### src/rtl/ccgen_regs.svh
// constants for the clock generation and pll block
`ifndef CCGEN_REGS_SVH
`define CCGEN_REGS_SVH

// ----------------------------------------------------------------
// core clock and timing
// ----------------------------------------------------------------
`define CCGEN_CORE_CLK_MHZ    200
`define CCGEN_LOCK_TIME_US    100
`define CCGEN_LOCK_CYCLES     (`CCGEN_LOCK_TIME_US * `CCGEN_CORE_CLK_MHZ)

// ----------------------------------------------------------------
// oscillator and pll figures, in khz, mhz or hz10 as named
// ----------------------------------------------------------------
`define CCGEN_IRC_NOM_MHZ     12
`define CCGEN_WDO_MIN_HZ10    94
`define CCGEN_WDO_MAX_KHZ     2300
`define CCGEN_REF_MIN_MHZ     10
`define CCGEN_REF_MAX_MHZ     25
`define CCGEN_CCO_MIN_MHZ     156
`define CCGEN_CCO_MAX_MHZ     320
`define CCGEN_OUT_MAX_MHZ     100
`define CCGEN_MULT_MIN        1
`define CCGEN_MULT_MAX        32

// ----------------------------------------------------------------
// field widths and reset values
// ----------------------------------------------------------------
`define CCGEN_MSEL_W          5
`define CCGEN_PSEL_W          2
`define CCGEN_RST_SEL         2'h0
`define CCGEN_RST_WDO_CODE    4'h0

`endif
### src/rtl/ccgen_pkg.sv
// types for the clock generation and pll block
`default_nettype none
package ccgen_pkg;

  // main clock sources, glitch-free mux index
  typedef enum logic [1:0]
  {
    CCGEN_MAIN_IRC,
    CCGEN_MAIN_PLL_IN,
    CCGEN_MAIN_WDO,
    CCGEN_MAIN_PLL_OUT
  } ccgen_main_sel_t;

  // clock output sources
  typedef enum logic [1:0]
  {
    CCGEN_OUT_IRC,
    CCGEN_OUT_SYSOSC,
    CCGEN_OUT_WDO,
    CCGEN_OUT_MAIN
  } ccgen_out_sel_t;

  // msel holds multiplier minus one, psel picks divide by 2,4,8,16
  typedef struct packed
  {
    logic [4:0] msel;
    logic [1:0] psel;
  } ccgen_pll_cfg_t;

  typedef struct packed
  {
    logic pll_lock;
    logic pll_bypassed;
    logic cco_in_range;
  } ccgen_status_t;

endpackage
`default_nettype wire

### src/rtl/ccgen_clock_gen.sv
// clock source selection, pll model and clock output mux
`timescale 1ns/1ps
`default_nettype none
`include "ccgen_regs.svh"

// ----------------------------------------------------------------
// glitch-free four-way clock mux
// ----------------------------------------------------------------
module ccgen_gmux
#(
  parameter logic [1:0] RST_SEL = `CCGEN_RST_SEL
)
(
  input  wire logic       core_clk,
  input  wire logic       nrst,
  input  wire logic [3:0] src,
  input  wire logic [1:0] sel,
  output logic            clk_o
);
  import ccgen_pkg::*;

  typedef enum {CCGEN_GM_RUN, CCGEN_GM_PARK} ccgen_gm_st_t;

  ccgen_gm_st_t st_q;
  ccgen_gm_st_t st_d;
  logic [1:0]   cur_q;
  logic [1:0]   cur_d;
  logic         out_q;
  logic         out_d;

  // switch only while the old source is low, and release only while
  // the new one is low, so no shortened high pulse ever leaves
  always_comb
  begin
    st_d  = st_q;
    cur_d = cur_q;
    out_d = out_q;
    case (st_q)
      CCGEN_GM_RUN:
      begin
        out_d = src[cur_q];
        if (sel != cur_q && !src[cur_q])          // RULE14
        begin
          st_d  = CCGEN_GM_PARK;
          out_d = 1'b0;
          cur_d = sel;
        end
      end
      CCGEN_GM_PARK:
      begin
        out_d = 1'b0;
        if (!src[cur_q])                          // RULE14
          st_d = CCGEN_GM_RUN;
      end
      default:
      begin
        st_d  = CCGEN_GM_RUN;
        out_d = 1'b0;
      end
    endcase
  end

  always_ff @(posedge core_clk or negedge nrst)
  begin
    if (!nrst)
    begin
      st_q  <= CCGEN_GM_RUN;
      cur_q <= RST_SEL;
      out_q <= 1'b0;
    end
    else
    begin
      st_q  <= st_d;
      cur_q <= cur_d;
      out_q <= out_d;
    end
  end

  assign clk_o = out_q;
endmodule

// Notes on behaviour
// RULE1: reset selects rc oscillator until software changes
// RULE2: 12 MHz rc clocks watchdog or pll reference
// RULE3: watchdog oscillator clocks cpu or watchdog, programmable
// RULE4: software keeps pll reference within 10-25 MHz
// RULE5: feedback multiplier is any integer 1 to 32
// RULE6: controlled oscillator stays within 156-320 MHz; the code does not hold it there, it only flags it in cco_in_range
// RULE7: software keeps pll output below 100 MHz
// RULE8: output divider 2,4,8,16 gives 50% duty
// RULE9: pll powered down and bypassed after reset
// RULE10: software configures, enables, awaits lock, then switches
// RULE11: pll locks within 100 microseconds of enable
// RULE12: clock output picks rc, system, watchdog, main
// RULE13: rc oscillator gates on and off without glitches
// RULE14: source changes produce no truncated pulses
module ccgen_clock_gen
  import ccgen_pkg::*;
#(
  parameter int LOCK_CYCLES = `CCGEN_LOCK_CYCLES,
  parameter int PER_W       = 16,
  parameter int ACC_W       = 24
)
(
  input  wire logic                       core_clk,
  input  wire logic                       nrst,
  input  wire logic                       irc_clk_pin,
  input  wire logic                       sys_osc_clk_pin,
  input  wire logic                       watchdog_oscillator_clk_pin,
  input  wire logic                       irc_en,
  input  wire logic [3:0]                 wdo_freq_code,
  input  wire logic                       pll_pd,
  input  wire logic                       pll_ref_sysosc,
  input  wire ccgen_pkg::ccgen_pll_cfg_t  pll_cfg,
  input  wire ccgen_pkg::ccgen_main_sel_t main_sel,
  input  wire logic                       wdt_sel_wdo,
  input  wire ccgen_pkg::ccgen_out_sel_t  clkout_sel,
  output logic                            main_clk,
  output logic                            wdt_clk,
  output logic                            clkout,
  output logic                            pll_clk,
  output logic [3:0]                      wdo_freq_code_o,
  output ccgen_pkg::ccgen_status_t        status
);
  import ccgen_pkg::*;

  // ----------------------------------------------------------------
  // pin synchronisers, change accepted when stages two and three agree
  // ----------------------------------------------------------------
  logic [2:0] pin_raw;
  logic [2:0] s1_q;
  logic [2:0] s2_q;
  logic [2:0] s3_q;
  logic [2:0] lvl_q;
  logic [2:0] lvl_d;

  assign pin_raw = {watchdog_oscillator_clk_pin, sys_osc_clk_pin,
                    irc_clk_pin};

  always_comb
  begin
    lvl_d = lvl_q;
    for (int i = 0; i < 3; i++)
      if (s2_q[i] == s3_q[i])
        lvl_d[i] = s3_q[i];
  end

  always_ff @(posedge core_clk or negedge nrst)
  begin
    if (!nrst)
    begin
      s1_q  <= 3'h0;
      s2_q  <= 3'h0;
      s3_q  <= 3'h0;
      lvl_q <= 3'h0;
    end
    else
    begin
      s1_q  <= pin_raw;
      s2_q  <= s1_q;
      s3_q  <= s2_q;
      lvl_q <= lvl_d;
    end
  end

  // ----------------------------------------------------------------
  // rc oscillator gate, opens and closes only on a low phase
  // ----------------------------------------------------------------
  logic irc_gate_q;
  logic irc_gate_d;
  logic irc_lvl;
  logic sys_lvl;
  logic wdo_lvl;

  always_comb
  begin
    irc_gate_d = irc_gate_q;
    if (!lvl_q[0])
      irc_gate_d = irc_en;                        // RULE13
  end

  assign irc_lvl = lvl_q[0] & irc_gate_q;          // RULE2
  assign sys_lvl = lvl_q[1];
  assign wdo_lvl = lvl_q[2];                       // RULE3

  // ----------------------------------------------------------------
  // pll: reference period, lock timer, phase accumulator
  // ----------------------------------------------------------------
  logic             ref_lvl;
  logic             ref_prev_q;
  logic [PER_W-1:0] per_cnt_q;
  logic [PER_W-1:0] per_cnt_d;
  logic [PER_W-1:0] per_q;
  logic [PER_W-1:0] per_d;
  logic [15:0]      lock_cnt_q;
  logic [15:0]      lock_cnt_d;
  logic             lock_q;
  logic             lock_d;
  logic [ACC_W-1:0] acc_q;
  logic [ACC_W-1:0] acc_d;
  logic [ACC_W-1:0] acc_sum;
  logic [ACC_W-1:0] half_per;
  logic             osc_q;
  logic             osc_d;
  logic             pll_q;
  logic             pll_d;
  logic [5:0]       mult;
  logic [ACC_W-1:0] cco_lo;
  logic [ACC_W-1:0] cco_hi;
  logic [ACC_W-1:0] cco_x;
  logic             range_q;
  logic             range_d;

  localparam logic [15:0] LOCK_N = 16'(LOCK_CYCLES);

  assign ref_lvl  = pll_ref_sysosc ? sys_lvl : irc_lvl;
  assign mult     = 6'(pll_cfg.msel) + 6'h01;             // RULE5
  // output half period is ref period * P / M, P = 1,2,4,8
  assign half_per = ACC_W'(per_q) << pll_cfg.psel;        // RULE8
  assign acc_sum  = acc_q + ACC_W'(mult);
  assign cco_lo   = ACC_W'(per_q) * ACC_W'(`CCGEN_CCO_MIN_MHZ);
  assign cco_hi   = ACC_W'(per_q) * ACC_W'(`CCGEN_CCO_MAX_MHZ);
  assign cco_x    = ACC_W'(mult) * ACC_W'(`CCGEN_CORE_CLK_MHZ);

  always_comb
  begin
    per_cnt_d  = per_cnt_q;
    per_d      = per_q;
    lock_cnt_d = lock_cnt_q;
    lock_d     = lock_q;
    acc_d      = acc_q;
    osc_d      = osc_q;
    if (ref_lvl && !ref_prev_q)
    begin
      per_d     = per_cnt_q;
      per_cnt_d = {{(PER_W-1){1'b0}}, 1'b1};
    end
    else if (per_cnt_q != {PER_W{1'b1}})
      per_cnt_d = per_cnt_q + {{(PER_W-1){1'b0}}, 1'b1};
    if (pll_pd)                                   // RULE9
    begin
      lock_cnt_d = 16'h0000;
      lock_d     = 1'b0;
      acc_d      = {ACC_W{1'b0}};
      osc_d      = 1'b0;
    end
    else
    begin
      if (lock_cnt_q >= LOCK_N - 16'h0001)         // RULE11
        lock_d = 1'b1;
      else
        lock_cnt_d = lock_cnt_q + 16'h0001;
      if (half_per == {ACC_W{1'b0}})
        acc_d = {ACC_W{1'b0}};
      else if (acc_sum >= half_per)
      begin
        acc_d = acc_sum - half_per;
        osc_d = ~osc_q;                           // RULE8
      end
      else
        acc_d = acc_sum;
    end
    // bypassed while powered down: reference passes straight on
    pll_d   = pll_pd ? ref_lvl : osc_q;           // RULE9
    range_d = (cco_x >= cco_lo) && (cco_x <= cco_hi); // RULE6
  end

  always_ff @(posedge core_clk or negedge nrst)
  begin
    if (!nrst)
    begin
      irc_gate_q <= 1'b1;
      ref_prev_q <= 1'b0;
      per_cnt_q  <= {PER_W{1'b0}};
      per_q      <= {PER_W{1'b0}};
      lock_cnt_q <= 16'h0000;
      lock_q     <= 1'b0;
      acc_q      <= {ACC_W{1'b0}};
      osc_q      <= 1'b0;
      pll_q      <= 1'b0;
      range_q    <= 1'b0;
      wdo_freq_code_o <= `CCGEN_RST_WDO_CODE;
    end
    else
    begin
      irc_gate_q <= irc_gate_d;
      ref_prev_q <= ref_lvl;
      per_cnt_q  <= per_cnt_d;
      per_q      <= per_d;
      lock_cnt_q <= lock_cnt_d;
      lock_q     <= lock_d;
      acc_q      <= acc_d;
      osc_q      <= osc_d;
      pll_q      <= pll_d;
      range_q    <= range_d;
      wdo_freq_code_o <= wdo_freq_code;           // RULE3
    end
  end

  // ----------------------------------------------------------------
  // clock muxes
  // ----------------------------------------------------------------
  logic main_lvl;

  ccgen_gmux #(.RST_SEL(`CCGEN_RST_SEL)) u_main_mux   // RULE1
  (
    .core_clk (core_clk),
    .nrst     (nrst),
    .src      ({pll_q, wdo_lvl, ref_lvl, irc_lvl}),
    .sel      (main_sel),
    .clk_o    (main_lvl)
  );

  ccgen_gmux #(.RST_SEL(`CCGEN_RST_SEL)) u_wdt_mux
  (
    .core_clk (core_clk),
    .nrst     (nrst),
    .src      ({wdo_lvl, wdo_lvl, wdo_lvl, irc_lvl}),
    .sel      ({1'b0, wdt_sel_wdo}),
    .clk_o    (wdt_clk)
  );

  ccgen_gmux #(.RST_SEL(`CCGEN_RST_SEL)) u_out_mux   // RULE12
  (
    .core_clk (core_clk),
    .nrst     (nrst),
    .src      ({main_lvl, wdo_lvl, sys_lvl, irc_lvl}),
    .sel      (clkout_sel),
    .clk_o    (clkout)
  );

  assign main_clk            = main_lvl;
  assign pll_clk             = pll_q;
  assign status.pll_lock     = lock_q;
  assign status.pll_bypassed = pll_pd;
  assign status.cco_in_range = range_q;
endmodule
`default_nettype wire

### config.mk
export PLATFORM = sky130hd
export DESIGN_NAME = ccgen_clock_gen
export DESIGN_NICKNAME = d
export VERILOG_FILES = /design/src/rtl/ccgen_pkg.sv /design/src/rtl/ccgen_clock_gen.sv
export VERILOG_INCLUDE_DIRS = /design/src /design/src/rtl
export SDC_FILE = /design/constraint.sdc
export NUM_CORES = 1
export LEC_CHECK = 0
export ABC_AREA = 1
export BUFFER_PORTS_ARGS = -buffer_cell sky130_fd_sc_hd__clkbuf_2
export CAP_MARGIN = 20
export CORE_UTILIZATION = 65
export DETAILED_ROUTE_END_ITERATION = 7
export GPL_TIMING_DRIVEN = 0
export PLACE_DENSITY = 0.85
export REMOVE_ABC_BUFFERS = 1
export SYNTH_ARGS = -nofsm -noshare
export SYNTH_HDL_FRONTEND = slang
export SYNTH_HIERARCHICAL = 1
export SYNTH_SLANG_ARGS = --single-unit
### constraint.sdc
create_clock -name core_clk -period 4.98 [get_ports core_clk]
set_clock_uncertainty 0.2 [all_clocks]
set_input_delay 0.249 -clock core_clk [delete_from_list [all_inputs] [get_ports core_clk]]
set_output_delay 0.249 -clock core_clk [all_outputs]
set_load 0.1 [all_outputs]
After elaboration in Yosys (flattened, before gate mapping). Index checks and enable logic that the tools add are counted. W data, S select, Z words.

Input port bits: 24. Logic and storage cells: 120. Flip-flop bits (word level): 198. Output and inout port bits: 11.

Equal/unequal tests: 18. Multiplexer cells: 35. $add $sub $neg: 5. Multiply operators: 3. Shifts and indexed selects: 1. Order comparisons: 7. Reductions and logical operators: 23. Bitwise logic cells: 2.

Operators by type and width (number): $mux W32 (6); $pmux W32 S2 (3); $eq A32 B1 Y1 const B (3); $logic_not A32 Y1 (3); $mux W24 (3); $mux W16 (4); $add A16 B1 Y16 const B (2); $add A24 B6 Y24 (1); $ge A14 B24 Y1 (1); $ge A24 B24 Y1 (1); $le A14 B24 Y1 (1); $logic_not A24 Y1 (1); $shl A16 B2 Y24 (1); $sub A24 B24 Y24 (1); $mul A16 B6 Y22 const B (1); $mul A16 B3 Y18 const B (1); $mux W1 (17); $ge A16 B15 Y1 const B (1); $ne A16 B16 Y1 const B (1); $reduce_and A2 Y1 (7); $mul A6 B5 Y11 const B (1); $ne A2 B2 Y1 const B (5); $add A5 B1 Y6 const B (1); $lt A2 B3 Y1 const B (2); 11 further kinds (26).

Longest topological paths before layout.
Word-level depth: 8. Mapped depth: 27. Gate-level depth less buffers: 27.

Hierarchy. The synthesis kept the hierarchy.

By module, submodules not included: ccgen_clock_gen (times used 1, sequential area each 2353.5 um^2, area each 10246.1 um^2, cells an instance 1412); ccgen_gmux (times used 3, sequential area each 100.1 um^2, area each 227.7 um^2, cells an instance 32).

Worst setup path before layout. OpenSTA, ideal clock, no wires.

Kind: flip-flop to flip-flop. From: register per_q[4]. To: register range_q. Cell stages (with the launch flop): 25. Period minus slack after synthesis: 4.060 ns. Buffers on the path: 0. Data required time: 4.717 ns. Setup slack: 0.920 ns. Arrival: 3.797 ns. Setup time: 0.063 ns. Cells stage by stage: dfrtp_1 inv_1 fa_1 inv_1 ha_1 fa_1 ha_1 a21oi_1 o21ai_1 nand2_1 nand2_1 xnor2_1 ha_1 nand2_1 o21bai_1 nor2_1 nand3_1 nand2_1 nand3_1 nand3_1 nor2_1 nand2_1 nor2_1 nand2_1 inv_1.

Word-level cells in the longest chain between the ends: 3. Elaborated cells between the ends (all ways): 5. Those cells by class: 2 x mul; 2 x order compare; 1 x reduce/logical.

RTL lines: from (decl) (line ccgen_clock_gen.sv:193) `logic [PER_W-1:0] per_q;`; from (signal assigned) (line ccgen_clock_gen.sv:275) `per_q <= {PER_W{1'b0}};`; from (signal assigned) (line ccgen_clock_gen.sv:289) `per_q <= per_d;`; $mul A16 B6 Y22 or $mul A16 B3 Y18 (tied branches) (line ccgen_clock_gen.sv:221, ccgen_clock_gen.sv:222); $ge A14 B24 Y1 or $le A14 B24 Y1 (tied branches) (line ccgen_clock_gen.sv:265) `range_d = (cco_x >= cco_lo) && (cco_x <= cco_hi);`; $logic_and A1 B1 Y1 (*) (line ccgen_clock_gen.sv:265); net range_d (line ccgen_clock_gen.sv:212) `logic range_d;`; to (signal assigned) (line ccgen_clock_gen.sv:295) `range_q <= range_d;`; to (decl) (line ccgen_clock_gen.sv:211) `logic range_q;`.

Mark *: on every way through the listed nets, which the timed path passes. The rest lies on a longest branch. A chain may end at the register's enable or synchronous reset.

Worst setup path after layout. Same ends and word-level chain as after synthesis.

==> results.ini <==
[pwr]
p_leak_nw=6.25
power_switching_w=0.00286
combPwrFrac=0.652
power_w=0.00563
p_int_w=0.00278
p_sw_frac=0.507
p_clk_frac=0.134
seqPwrFrac=0.214
peakVddDrop_mv=0.292
pwr_density_cell_mw_per_mm2=480

[setup_path]
crit_type=reg -> reg
cp.arrival_ps=4760
worst_path_dominant_cell_family=adder cells
r2r_slack_ps=320
crit_path_max_incr_delay_ps=560
critPathLaunchType=flip-flop
crit_path_end_kind=flip-flop
cp_slowest_cell=fa_1
critPathRequiredTime_ps=5080
path_cells=inv_1, fa_1, inv_1, ha_1, fa_1, ha_1, a21oi_1, o21ai_2, nand2_1, nand2_1, xnor2_1, ha_1, nand2_1, o21bai_1, nor2_1, nand3_1, nand2_1, nand3_1, nand3_1, nor2_1, nand2_1, nor2_1, nand2_1, inv_1
cp_num_buf_inv=3
cpMostUsedCell=nand2_1
r2r_start=per_q[4]
cp-startpoint=per_q[4]
cp_max_fo=5

[yosys]
synth_edf_count=0
yosysSeqAreaShare=0.243
yosys.area.top_type=dfrtp_1
async_flop_share=1.00
synth_top_area_share=0.240
yosysUniqueCellTypes=52
synthTopCellsByArea=dfrtp_1 (24%), ha_1 (15%), nand2_1 (12%), inv_1 (8.2%), fa_1 (5.7%)
yosys_warnings=6
avgSynthCellArea_um2=7.25
ys.flop_type=dfrtp_1
synth_most_common_cell=nand2_1
syn_inst=1508
syn_area_mm2=0.0109
synth_commonest_cells=nand2_1 (348), inv_1 (238), ha_1 (132)
synth_seq_cells=106

[clock_tree]
ctsHtreeMaxLevel=3
cts.sinks=106
cts-root-buf=clkbuf_16
path_clk_slew_ps=80
cts_tree=done
clockBufferDepth=2
clock_latency_ps=360
cts_setup_buffers=0
numCtsBuffers=9

[timing]
layout_min_cycle_time_ps=4660
setup-tns-final_ps=0
max_freq_mhz=214
fin_crit_sh=0.937
setup_viol=0
slew_headroom=0.448
rsz0062_at_grt=yes
hold_viol_final=0
worstMarginPinSlew_ps=828
final-max-slew-violation-count=0

[min_path]
min_from=pll_pd
hold_path.class=in -> reg

[routing]
drt.antenna.violating_nets=0
dr.pass1.iters=6
remaining_drc_errors=0
viasPerCell=5.61
initialDrtViolationCount=786
drt_wl_total_um=24600
wl_per_cell_um=13.9
vias=9941

[floorplanning]
initial_utilization=0.661
fp.coreArea_mm2=0.0165
rows=47
dieArea_mm2=0.0173
io_pins=35
die_y_um=132
die_w_um=132

[place]
place_hpwl_um=19100
place.gp.congestion=0.916
io_buffers=34

[run_status]
status=finished clean

[grt]
gr-usage-all-layers=0.293
grt_max_degree=107
overflow=0
first_global_vias=9422
grt_pass1_wl_um=42300
antenna_found_initial=0

[layout]
syn2layout_area_growth_pct=7.44
layout-drive-gt1-share=0.0798
antenna_cells=0
fillers=1375
fin_nets=1735

[job]
cap_violations=0

-- worst paths after layout --
path / endpoint / depth (start not counted)
max in group asynchronous: per_cnt_q[8] / 2
min: lock_cnt_q[15] / 2
min in group asynchronous: acc_q[23] / 2
max: range_q / 24
min reg2reg: s2_q[0] / 0
max reg2reg: range_q / 24
-- worst reg2reg max path: stages (launching register included) --
cell and delay, ps:
dfrtp_1 460, inv_1 190, fa_1 560, inv_1 40, ha_1 290, fa_1 500
ha_1 370, a21oi_1 210, o21ai_2 130, nand2_1 80, nand2_1 100, xnor2_1 180
ha_1 340, nand2_1 80, o21bai_1 140, nor2_1 60, nand3_1 80, nand2_1 50
nand3_1 110, nand3_1 90, nor2_1 100, nand2_1 60, nor2_1 100, nand2_1 50
inv_1 40
-- sequential cells by signal (all words and copies together) (netlist names), 3 cells and up --
signal	cells
s1_q	3
s3_q	3
lvl_q	3
lock_cnt_q	16
acc_q	24
s2_q	3
wdo_freq_code_o	4
per_cnt_q	16
per_q	16
-- metrics by stage --
step / worst slack (ps) / area, µm² / std cells / hold slack [ps] / utilization
final: 316 / 11700 / 1773 / 30.4 / 0.711
after global routing: -88.3 / 11700 / 1773 / 46.9 / 0.711
after CTS: 301 / 11700 / 1772 / 31.5 / 0.709
after detailed placement: 79.4 / 11300 / 1742 / 139 / 0.682
after global placement: 166 / 11200 / 1741 / 133 / 0.680
after floorplan: 920 / 10800 / 1487 / -247 / -
-- repair_timing --
action	in CTS	in global routing
endpoints found under the setup margin	0	21
hold buffers	14	0
hold endpoints to repair	118	0
gates resized for setup	0	3
-- power groups by stage --
stage,clock network (W),registers [W],logic [W]
6_report,0.000752,0.00121,0.00367
5_1_grt,0.000792,0.00123,0.00415
4_1_cts,0.000762,0.00120,0.00359
3_5_place_dp,0,0.00122,0.00355
3_3_place_gp,0,0.00121,0.00344
2_1_floorplan,0,0.00130,0.00273
-- cell usage in the layout (no fill, tap or decap), types with 10 or more instances in the layout --
cell type and n:
a21oi_1 89, a21oi_2 10, clkbuf_2 33, dfrtp_1 105
dlygate4sd3_1 14, fa_1 31, ha_1 132, inv_1 237
inv_2 14, mux2i_1 11, nand2_1 348, nand3_1 88
nand4_1 24, nor2_1 114, nor3_1 26, o21ai_0 61
o21ai_1 21, o21ai_2 16, xnor2_1 23, xor2_1 40
-- cell families (layout without fill, tap and decap cells) --
| group | count (synthesis) | count (layout) | synth area share |
|---|---|---|---|
| xor+xnor | 63 | 63 | 0.0505 |
| simple gates | 653 | 654 | 0.262 |
| fa+ha+maj | 166 | 166 | 0.211 |
| compound gates | 232 | 232 | 0.123 |
| mux | 11 | 11 | 0.0101 |
| buf+inv | 276 | 318 | 0.101 |
| flops | 106 | 106 | 0.243 |
| other cells | 1 | 3 | 0.000343 |
-- per-layer routing --
layer,track usage,wire length [µm]
met5,0,0
met4,0.0943,619
met3,0.0332,1030
met2,0.497,11700
met1,0.391,11200
-- layout make-up --
type	instances	area, µm²	area share
Multi-Input combinational cell	1129	7200	0.614
Sequential cell	106	2650	0.226
Inverter	253	950	0.0809
Timing Repair Buffer	49	347	0.0295
Tap cell	220	275	0.0234
Clock buffer	10	229	0.0195
Clock inverter	6	83.8	0.00714
No activity file was read; power rests on OpenSTA's default activity.
